--- src/logic/timer_pwm_pkg.sv ---
// package: register map, field positions and reset values of the timer control
package timer_pwm_pkg;
  localparam int          ADDR_W          = 8;
  localparam logic [7:0]  OFF_CTRL_ZERO   = 8'h10;
  localparam logic [7:0]  OFF_PWM_IN      = 8'h20;
  localparam int          POS_CKB_DIS     = 12;
  localparam int          POS_CKB_POL     = 11;
  localparam int          POS_PRI_POL     = 10;
  localparam int          POS_SYNC_EN     = 9;
  localparam int          POS_PIN_POL     = 8;
  localparam int          POS_DIV_LO      = 4;
  localparam int          DIV_W           = 4;
  localparam logic        RST_CKB_DIS     = 1'b1;
  localparam logic        RST_CKB_POL     = 1'b0;
  localparam logic        RST_PRI_POL     = 1'b0;
  localparam logic        RST_SYNC_EN     = 1'b0;
  localparam logic        RST_PIN_POL     = 1'b0;
  localparam logic [3:0]  RST_DIV         = 4'h0;
  localparam logic        PIN_IDLE        = 1'b0;
  localparam logic [3:0]  DIV_CODE_MAX    = 4'h8;
  localparam int          PRESC_W         = 8;
endpackage

--- src/logic/timer_pwm_out.sv ---
// timer A complementary pwm output stage, pin polarity and count prescaler
//
// Chosen here: the address-and-strobe port.
`timescale 1ns/1ns
module timer_pwm_out
  import timer_pwm_pkg::*;
#(
  parameter int DIV_CODE_LIMIT = DIV_CODE_MAX
) (
  input  wire logic              clk_sys,
  input  wire logic              rst,
  input  wire logic              clk_en,
  input  wire logic [ADDR_W-1:0] addr,
  input  wire logic [31:0]       wdata,
  input  wire logic              wr_stb,
  input  wire logic              rd_stb,
  output logic      [31:0]       rdata,
  input  wire logic              pwm_raw,
  input  wire logic              pwm_raw_ckb,
  input  wire logic              pin_routed,
  input  wire logic              pin_in,
  output logic                   pwm_pri,
  output logic                   pwm_ckb,
  output logic                   pin_out,
  output logic                   pin_in_act,
  output logic                   sync_en,
  output logic                   cnt_tick
);
  // refuse limits that the prescaler counter or the code field cannot serve
  if (DIV_CODE_LIMIT < 0 || DIV_CODE_LIMIT > PRESC_W ||
      DIV_CODE_LIMIT >= (1 << DIV_W)) begin : g_bad_limit
    $error("DIV_CODE_LIMIT out of range");
  end

  logic               ckb_dis_q;
  logic               ckb_pol_q;
  logic               pri_pol_q;
  logic               sync_q;
  logic               pin_pol_q;
  logic [DIV_W-1:0]   div_q;
  logic [DIV_W-1:0]   div_wr;
  logic               div_ok;
  logic [PRESC_W-1:0] presc_q;
  logic [PRESC_W-1:0] mask;
  logic [31:0]        ctrl;
  logic [31:0]        rd_word;
  logic               wr_ctrl;
  logic               tick_d;

  // a write while clk_en is low is dropped, not held for later
  assign wr_ctrl = clk_en && wr_stb && addr == OFF_CTRL_ZERO;

  // reserved codes keep the previous divider, never a bogus ratio
  always_comb begin
    div_wr = wdata[POS_DIV_LO +: DIV_W];
    div_ok = div_wr <= DIV_W'(DIV_CODE_LIMIT);
  end

  // one register per field, so each keeps its own reset value
  always_ff @(posedge clk_sys) begin
    if (rst) begin
      ckb_dis_q <= RST_CKB_DIS;
    end else if (wr_ctrl) begin
      ckb_dis_q <= wdata[POS_CKB_DIS];
    end
  end

  always_ff @(posedge clk_sys) begin
    if (rst) begin
      ckb_pol_q <= RST_CKB_POL;
    end else if (wr_ctrl) begin
      ckb_pol_q <= wdata[POS_CKB_POL];
    end
  end

  always_ff @(posedge clk_sys) begin
    if (rst) begin
      pri_pol_q <= RST_PRI_POL;
    end else if (wr_ctrl) begin
      pri_pol_q <= wdata[POS_PRI_POL];
    end
  end

  always_ff @(posedge clk_sys) begin
    if (rst) begin
      sync_q <= RST_SYNC_EN;
    end else if (wr_ctrl) begin
      sync_q <= wdata[POS_SYNC_EN];
    end
  end

  always_ff @(posedge clk_sys) begin
    if (rst) begin
      pin_pol_q <= RST_PIN_POL;
    end else if (wr_ctrl) begin
      pin_pol_q <= wdata[POS_PIN_POL];
    end
  end

  always_ff @(posedge clk_sys) begin
    if (rst) begin
      div_q <= RST_DIV;
    end else if (wr_ctrl && div_ok) begin
      div_q <= div_wr;
    end
  end

  // control word as software reads it back; unused bits read zero
  always_comb begin
    ctrl = 32'h0;
    ctrl[POS_CKB_DIS]          = ckb_dis_q;
    ctrl[POS_CKB_POL]          = ckb_pol_q;
    ctrl[POS_PRI_POL]          = pri_pol_q;
    ctrl[POS_SYNC_EN]          = sync_q;
    ctrl[POS_PIN_POL]          = pin_pol_q;
    ctrl[POS_DIV_LO +: DIV_W]  = div_q;
  end

  // unmapped offsets read as zero
  always_comb begin
    rd_word = 32'h0;
    case (addr)
      OFF_CTRL_ZERO: rd_word = ctrl;
      OFF_PWM_IN:    rd_word = {29'h0, pin_in_act, pwm_ckb, pwm_pri};
      default:       rd_word = 32'h0;
    endcase
  end

  // read data stand for one enabled cycle only, then fall back to zero
  always_ff @(posedge clk_sys) begin
    if (rst) begin
      rdata <= 32'h0;
    end else if (clk_en) begin
      rdata <= rd_stb ? rd_word : 32'h0;
    end
  end

  // free-running, not cleared on a code change: the first period after a
  // change may be short, traded for a counter that is a single adder
  always_ff @(posedge clk_sys) begin
    if (rst) begin
      presc_q <= '0;
    end else if (clk_en) begin
      presc_q <= presc_q + PRESC_W'(1);
    end
  end

  // the low div_q bits of presc_q all ones mark the last source cycle of a count period
  always_comb begin
    mask = '0;
    for (int b = 0; b < PRESC_W; b++) begin
      mask[b] = b < int'(div_q);
    end
  end

  assign tick_d = (presc_q & mask) == mask;

  always_ff @(posedge clk_sys) begin
    if (rst) begin
      cnt_tick <= 1'b0;
    end else if (clk_en) begin
      cnt_tick <= tick_d;
    end
  end

  // outputs are registered: a setting written at one edge shows at the outputs on the next edge
  always_ff @(posedge clk_sys) begin
    if (rst) begin
      pwm_pri <= PIN_IDLE;
    end else if (clk_en) begin
      pwm_pri <= pwm_raw ^ pri_pol_q;
    end
  end

  // disable wins over inversion so the output idles low
  always_ff @(posedge clk_sys) begin
    if (rst) begin
      pwm_ckb <= PIN_IDLE;
    end else if (clk_en) begin
      if (ckb_dis_q) begin
        pwm_ckb <= PIN_IDLE;
      end else begin
        pwm_ckb <= pwm_raw_ckb ^ ckb_pol_q;
      end
    end
  end

  always_ff @(posedge clk_sys) begin
    if (rst) begin
      pin_out <= PIN_IDLE;
    end else if (clk_en) begin
      if (pin_routed) begin
        pin_out <= pwm_raw ^ pin_pol_q;
      end else begin
        pin_out <= PIN_IDLE;
      end
    end
  end

  always_ff @(posedge clk_sys) begin
    if (rst) begin
      pin_in_act <= PIN_IDLE;
    end else if (clk_en) begin
      if (pin_routed) begin
        pin_in_act <= pin_in ^ pin_pol_q;
      end else begin
        pin_in_act <= PIN_IDLE;
      end
    end
  end

  always_ff @(posedge clk_sys) begin
    if (rst) begin
      sync_en <= RST_SYNC_EN;
    end else if (clk_en) begin
      sync_en <= sync_q;
    end
  end
endmodule

--- config.mk ---
export PLATFORM = sky130hd
export DESIGN_NAME = timer_pwm_out
export DESIGN_NICKNAME = d
export VERILOG_FILES = /design/src/logic/timer_pwm_pkg.sv /design/src/logic/timer_pwm_out.sv
export SDC_FILE = /design/constraint.sdc
export NUM_CORES = 1
export LEC_CHECK = 0
export BUFFER_PORTS_ARGS = -buffer_cell sky130_fd_sc_hd__buf_2
export CAP_MARGIN = 10
export CORE_MARGIN = 2
export CORE_UTILIZATION = 40
export DETAILED_ROUTE_END_ITERATION = 10
export PLACE_DENSITY = 0.83
export SYNTH_ARGS = -nofsm -noshare
export SYNTH_HDL_FRONTEND = slang
export SYNTH_SLANG_ARGS = --single-unit
--- constraint.sdc ---
create_clock -name clk_sys -period 1.55 [get_ports clk_sys]
set_clock_uncertainty 0.15 [all_clocks]
set_input_delay 0.0775 -clock clk_sys [delete_from_list [all_inputs] [get_ports clk_sys]]
set_output_delay 0.0775 -clock clk_sys [all_outputs]
set_load 0.02 [all_outputs]
==> flow_metrics.tcl, run 1 <==
set metrics [dict create \
    synth_top_area_cell "dfxtp_1" \
    synth.most_common_cell "dfxtp_1" \
    syn_inst 188 \
    slowest_stage "dfxtp_1" \
    start_util_pct 41.9 \
    synth-edff-count 0 \
    cp.arrival_ns 1.46 \
    grt_pass1_vias 1298 \
    gp_congestion 0.842 \
    cp_num_buf_inv 0 \
    ios 87 \
    synth_warnings 0 \
    multi_input_area_um2 871 \
    fill_cells 361 \
    routed.top_layer "met4" \
    ys.flop_type "dfxtp_1" \
    drt-met1-wl_um 1590 \
    max_stage_delay_ns 0.40 \
    die_y_um 68.9 \
    crit_fanout 5 \
    fin_cells 295 \
    ir_drop_mv 0.657 \
    drive_gt1_share_pct 24.9 \
    wl_met2_um 1760 \
    avgRoutedWirePerCell_um 12.3 \
    port_buffers 43 \
    worstSkewPairLatency_ns 0.28 \
    wl_um 3640 \
    grt_start_max_net_pins 28 \
    dr_total_vias 1422 \
    grt_setup_unrepaired "false" \
    crit_path_end_kind "flop" \
    yosys-top-cells-area "dfxtp_1 (42%), buf_4 (9.3%), nor2_1 (6.5%)" \
    regArea_um2 702 \
    synth_common_cells "dfxtp_1 (35), nor2_1 (29), buf_4 (21), a21oi_1 (17), nor2b_1 (11)" \
    crit_chain "nand4_1 -> nor3_1 -> xnor2_1 -> nor2_1" \
    power_density_mw_per_mm2 862 \
    hp-class "primary input to flop" \
    dr.pass1.iters 4 \
    synth_seq_area_share_pct 41.5 \
    syn2layout_area_growth_pct 26.4 \
    final_nets 294 \
    fin_tns_setup_ns 0 \
    status "completed" \
    cts.sinks 35 \
    routed-wl-met3_um 269 \
    drv_cap 0 \
    period_minus_slack_ns 1.44 \
    grt_pass1_wl_um 5580 \
    leakage_nw 0.974 \
    dp.cells 276 \
    syn_avg_cell_area_um2 8.97 \
    clkTransAtPathRegs_ns 0.07 \
    viasPerCell 4.82 \
    fmax_mhz 693 \
    dieArea_mm2 0.00475 \
    setup_viol 0 \
    clock_path_buffers 2 \
    clock-root-buffer "clkbuf_8" \
    dp_hpwl_um 2430 \
    finalMaxSlewViolations 0 \
    fp-row-count 23 \
    dieWidth_um 68.9 \
    start_kind "flop" \
    fin_crit_sh_pct 93.1 \
    drc 0 \
    numCtsBuffers 5 \
    n_antenna_cell 0 \
    yosysUniqueCellTypes 40 \
    track_usage_pct 15.7 \
    ant_nets 0 \
    cts_tree "done" \
    coreArea_mm2 0.00403 \
    synth_top_area_share_pct 41.5 \
    crit_type "flop to flop" \
    syn_area_mm2 0.00169 \
    holdWs_ns 0.0414 \
    synthArstFlopShare_pct 0 \
    crit_family "simple AND/OR/NAND/NOR gates" \
    total_power_mw 1.84 \
    cp_data_required_time_ns 1.57 \
    antenna_found_initial 0 \
    finalHoldViolations 0 \
    first_iter_violations 75 \
    ys_seq_elements 35 \
    gr-total-overflow 0 \
    htreeDepth 2 \
]
==> worst paths after layout <==
path | from | end | slack, ns | cells past startpoint
setup / recovery | presc_q[2] | presc_q[7] | 0.11 | 4
hold / removal | rst | rdata[9] | 0.04 | 2
setup reg to reg | presc_q[2] | presc_q[7] | 0.11 | 4
hold reg to reg | rdata[0] | rdata[0] | 0.31 | 2
==> through the flow <==
stage               area, µm²  util (%)  setup WS, ns
floorplan                1760         -         0.187
global placement         1890      47.0         0.102
detailed placement       1890      47.0        0.0863
CTS                      2130      53.0        0.0704
global route             2130      52.9        0.0105
finish                   2130      52.9         0.106
==> worst register-to-register path, cell delays in order (launching register included) <==
cell and delay [ns]:
dfxtp_1 0.40, nand4_1 0.22, nor3_1 0.36, xnor2_1 0.16
nor2_1 0.05
==> logic make-up after synthesis <==
logic type,count (synthesis),share of synthesized area [%]
xor+xnor,9,4.67
buf+inv,31,11.6
mux,9,5.34
fa+ha+maj,1,0.742
flops,35,41.5
simple gates,71,24.3
other cells,1,0.222
compound gates,31,11.5
==> metal layers <==
layer / global-route usage (%) / vias up
met4: 4.41 / 0
met2: 28.1 / 57
met5: 0 / -
met3: 4.22 / 4
met1: 18.3 / 647
li1: - / 714
==> final cells by class <==
class                           instances  share of cell area [%]
Sequential cell                        35                    32.9
Multi-Input combinational cell        141                    40.8
Timing Repair Buffer                   58                    18.1
Tap cell                               50                    2.93
Inverter                                3                   0.528
Clock buffer                            8                    4.69
==> flip-flops by register name, indices dropped and copies added, names as in the netlist <==
name,count
rdata,12
presc_q,8
div_q,4
ckb_dis_q,1
ckb_pol_q,1
cnt_tick,1
pin_in_act,1
pin_out,1
pin_pol_q,1
pri_pol_q,1
pwm_ckb,1
pwm_pri,1
sync_en,1
sync_q,1
==> power by group <==
group          switching [mW]  internal [mW]
Clock                   0.302          0.405
Sequential            0.00941          0.912
Combinational           0.124         0.0862
Total                   0.435           1.40
==> placed cells by master (no fill, tap or decap), types with 3 or more instances in the layout <==
master	count
dlygate4sd3_1	13
conb_1	20
nand4_1	4
o21ai_0	3
buf_2	40
nor2_1	29
nand2b_1	5
inv_1	3
nand2_1	6
xor2_1	5
nand4b_1	3
a21oi_1	17
mux2i_1	9
clkbuf_8	7
dfxtp_1	34
nor2b_1	11
xnor2_1	4
buf_4	3
==> what timing repair did <==
item	CTS	global route
buffers inserted	0	0
hold buffers	14	0
gates resized for setup	0	4
setup endpoints to repair	0	4
hold endpoints to repair	15	0
No activity file was read; power rests on OpenSTA's default activity.
==> run 2, diff against run 1 <==
--- a/config.mk
+++ b/config.mk
@@ -11,6 +11,7 @@
 export CORE_UTILIZATION = 40
 export DETAILED_ROUTE_END_ITERATION = 10
 export PLACE_DENSITY = 0.83
+export REMOVE_ABC_BUFFERS = 1
 export SYNTH_ARGS = -nofsm -noshare
 export SYNTH_HDL_FRONTEND = slang
 export SYNTH_SLANG_ARGS = --single-unit
==> flow_metrics.tcl, run 2 (synthesized netlist as in run 1, its figures left out) <==
set metrics [dict create \
    seq_power_share_pct 49.8 \
    viasPerCell 4.70 \
    avgRoutedWirePerCell_um 12.1 \
    drc 0 \
    max_stage_delay_ns 0.43 \
    start_kind "flop" \
    fin_tns_setup_ns 0 \
    n_antenna_cell 0 \
    port_buffers 43 \
    cts_tree "done" \
    regArea_um2 701 \
    p_int_mw 1.40 \
    multi_input_area_um2 866 \
    dr_total_vias 1406 \
    ant_nets 0 \
    swShare_pct 24.6 \
    cp_data_required_time_ns 1.62 \
    largest_register_ffs 12 \
    crit_fanout 5 \
    crit_type "flop to flop" \
    top_regs "rdata (12), presc_q (8), div_q (4)" \
    start_util_pct 41.9 \
    fmax_mhz 683 \
    first_iter_violations 80 \
    gr-total-overflow 0 \
    dieArea_mm2 0.00475 \
    grt_start_max_net_pins 22 \
    wl_um 3620 \
    die_y_um 68.9 \
    finalHoldViolations 0 \
    fill_cells 383 \
    ios 87 \
    cp.arrival_ns 1.53 \
    crit_path_end_kind "flop" \
    setup_viol 0 \
    syn2layout_area_growth_pct 26.5 \
    dp_hpwl_um 2570 \
    gp_congestion 0.851 \
    htreeDepth 2 \
    most-common-layout-cells "buf_2 (43), dfxtp_1 (35), nor2_1 (29)" \
    coreArea_mm2 0.00403 \
    drive_gt1_share_pct 25.3 \
    total_power_mw 1.85 \
    reg2reg_slack_ns 0.09 \
    layout_commonest_cell "buf_2" \
    cts.sinks 35 \
    power_density_mw_per_mm2 870 \
    ir_drop_mv 0.628 \
    finalMaxSlewViolations 0 \
    power_frac_clock_pct 39.3 \
    top_register "rdata" \
    slowest_stage "dfxtp_1" \
    period_minus_slack_ns 1.46 \
    clock-root-buffer "clkbuf_8" \
    grt_pass1_vias 1299 \
    fin_crit_sh_pct 94.4 \
    crit_chain "ha_1 -> nand4_1 -> or3_1 -> a21oi_1" \
    dieWidth_um 68.9 \
    numCtsBuffers 5 \
    dr.pass1.iters 4 \
    clkTransAtPathRegs_ns 0.07 \
    holdWs_ns 0.0245 \
    status "completed" \
    grt_setup_unrepaired "false" \
    leakage_nw 0.974 \
    track_usage_pct 16.7 \
    final_nets 298 \
    comb_power_share_pct 10.9 \
    clock_path_buffers 2 \
    fp-row-count 23 \
    drv_cap 0 \
    antenna_found_initial 0 \
    hp-class "primary input to flop" \
    worstSkewPairLatency_ns 0.29 \
    grt_pass1_wl_um 5720 \
    p_sw_mw 0.455 \
]
==> run 2: critical path: cells and delay by family (launching register included) <==
family / cells / cell delay, ns
DFF: 1 / 0.43
adders and majority gates: 1 / 0.20
and+or+nand+nor: 2 / 0.49
AOI/OAI and AO/OA: 1 / 0.14
==> run 2: final timing paths <==
path / start / endpoint / cells past startpoint
max reg2reg: presc_q[0] / presc_q[6] / 4
min: rst / presc_q[7] / 2
max: presc_q[0] / presc_q[6] / 4
min reg2reg: rdata[2] / rdata[2] / 2
==> run 2: final cells by class <==
type                    instances  area share [%]
well taps                      50            2.93
flip-flops and latches         35            32.8
inverters                       3           0.528
multi-input cells             141            40.6
repair buffers                 62            18.4
clock buffers                   8            4.69
==> run 2: layer usage <==
metal  wire [µm]  up-vias  track usage (%)
met4          75        0             8.82
li1            -      717                -
met2        1710       61             27.8
met5           0        -                0
met1        1530      621             19.3
met3         305        7             4.87
==> run 2: metrics by stage <==
stage,utilization [%],cell area (µm²),setup slack (ns),instances
after floorplan,-,1570,0.200,179
after global placement,46.9,1890,0.0674,277
final,53.0,2130,0.0866,299
after detailed placement,46.9,1890,0.0415,277
after global routing,53.0,2130,0.00630,299
after CTS,52.8,2130,0.0900,299
==> run 2: power by group through the flow <==
stage | clock, mW | combinational (mW) | sequential (mW)
final | 0.729 | 0.203 | 0.924
after global routing | 0.786 | 0.224 | 0.924
after CTS | 0.743 | 0.201 | 0.923
after detailed placement | 0 | 0.174 | 0.943
after global placement | 0 | 0.172 | 0.942
after floorplan | 0 | 0.0829 | 0.948
==> run 2: timing repair <==
item | 4_1_cts | 5_1_grt
endpoints found under the setup margin | 0 | 2
hold endpoints to repair | 15 | 0
hold buffers | 14 | 0
gates resized for setup | 0 | 1
setup buffers | 0 | 0
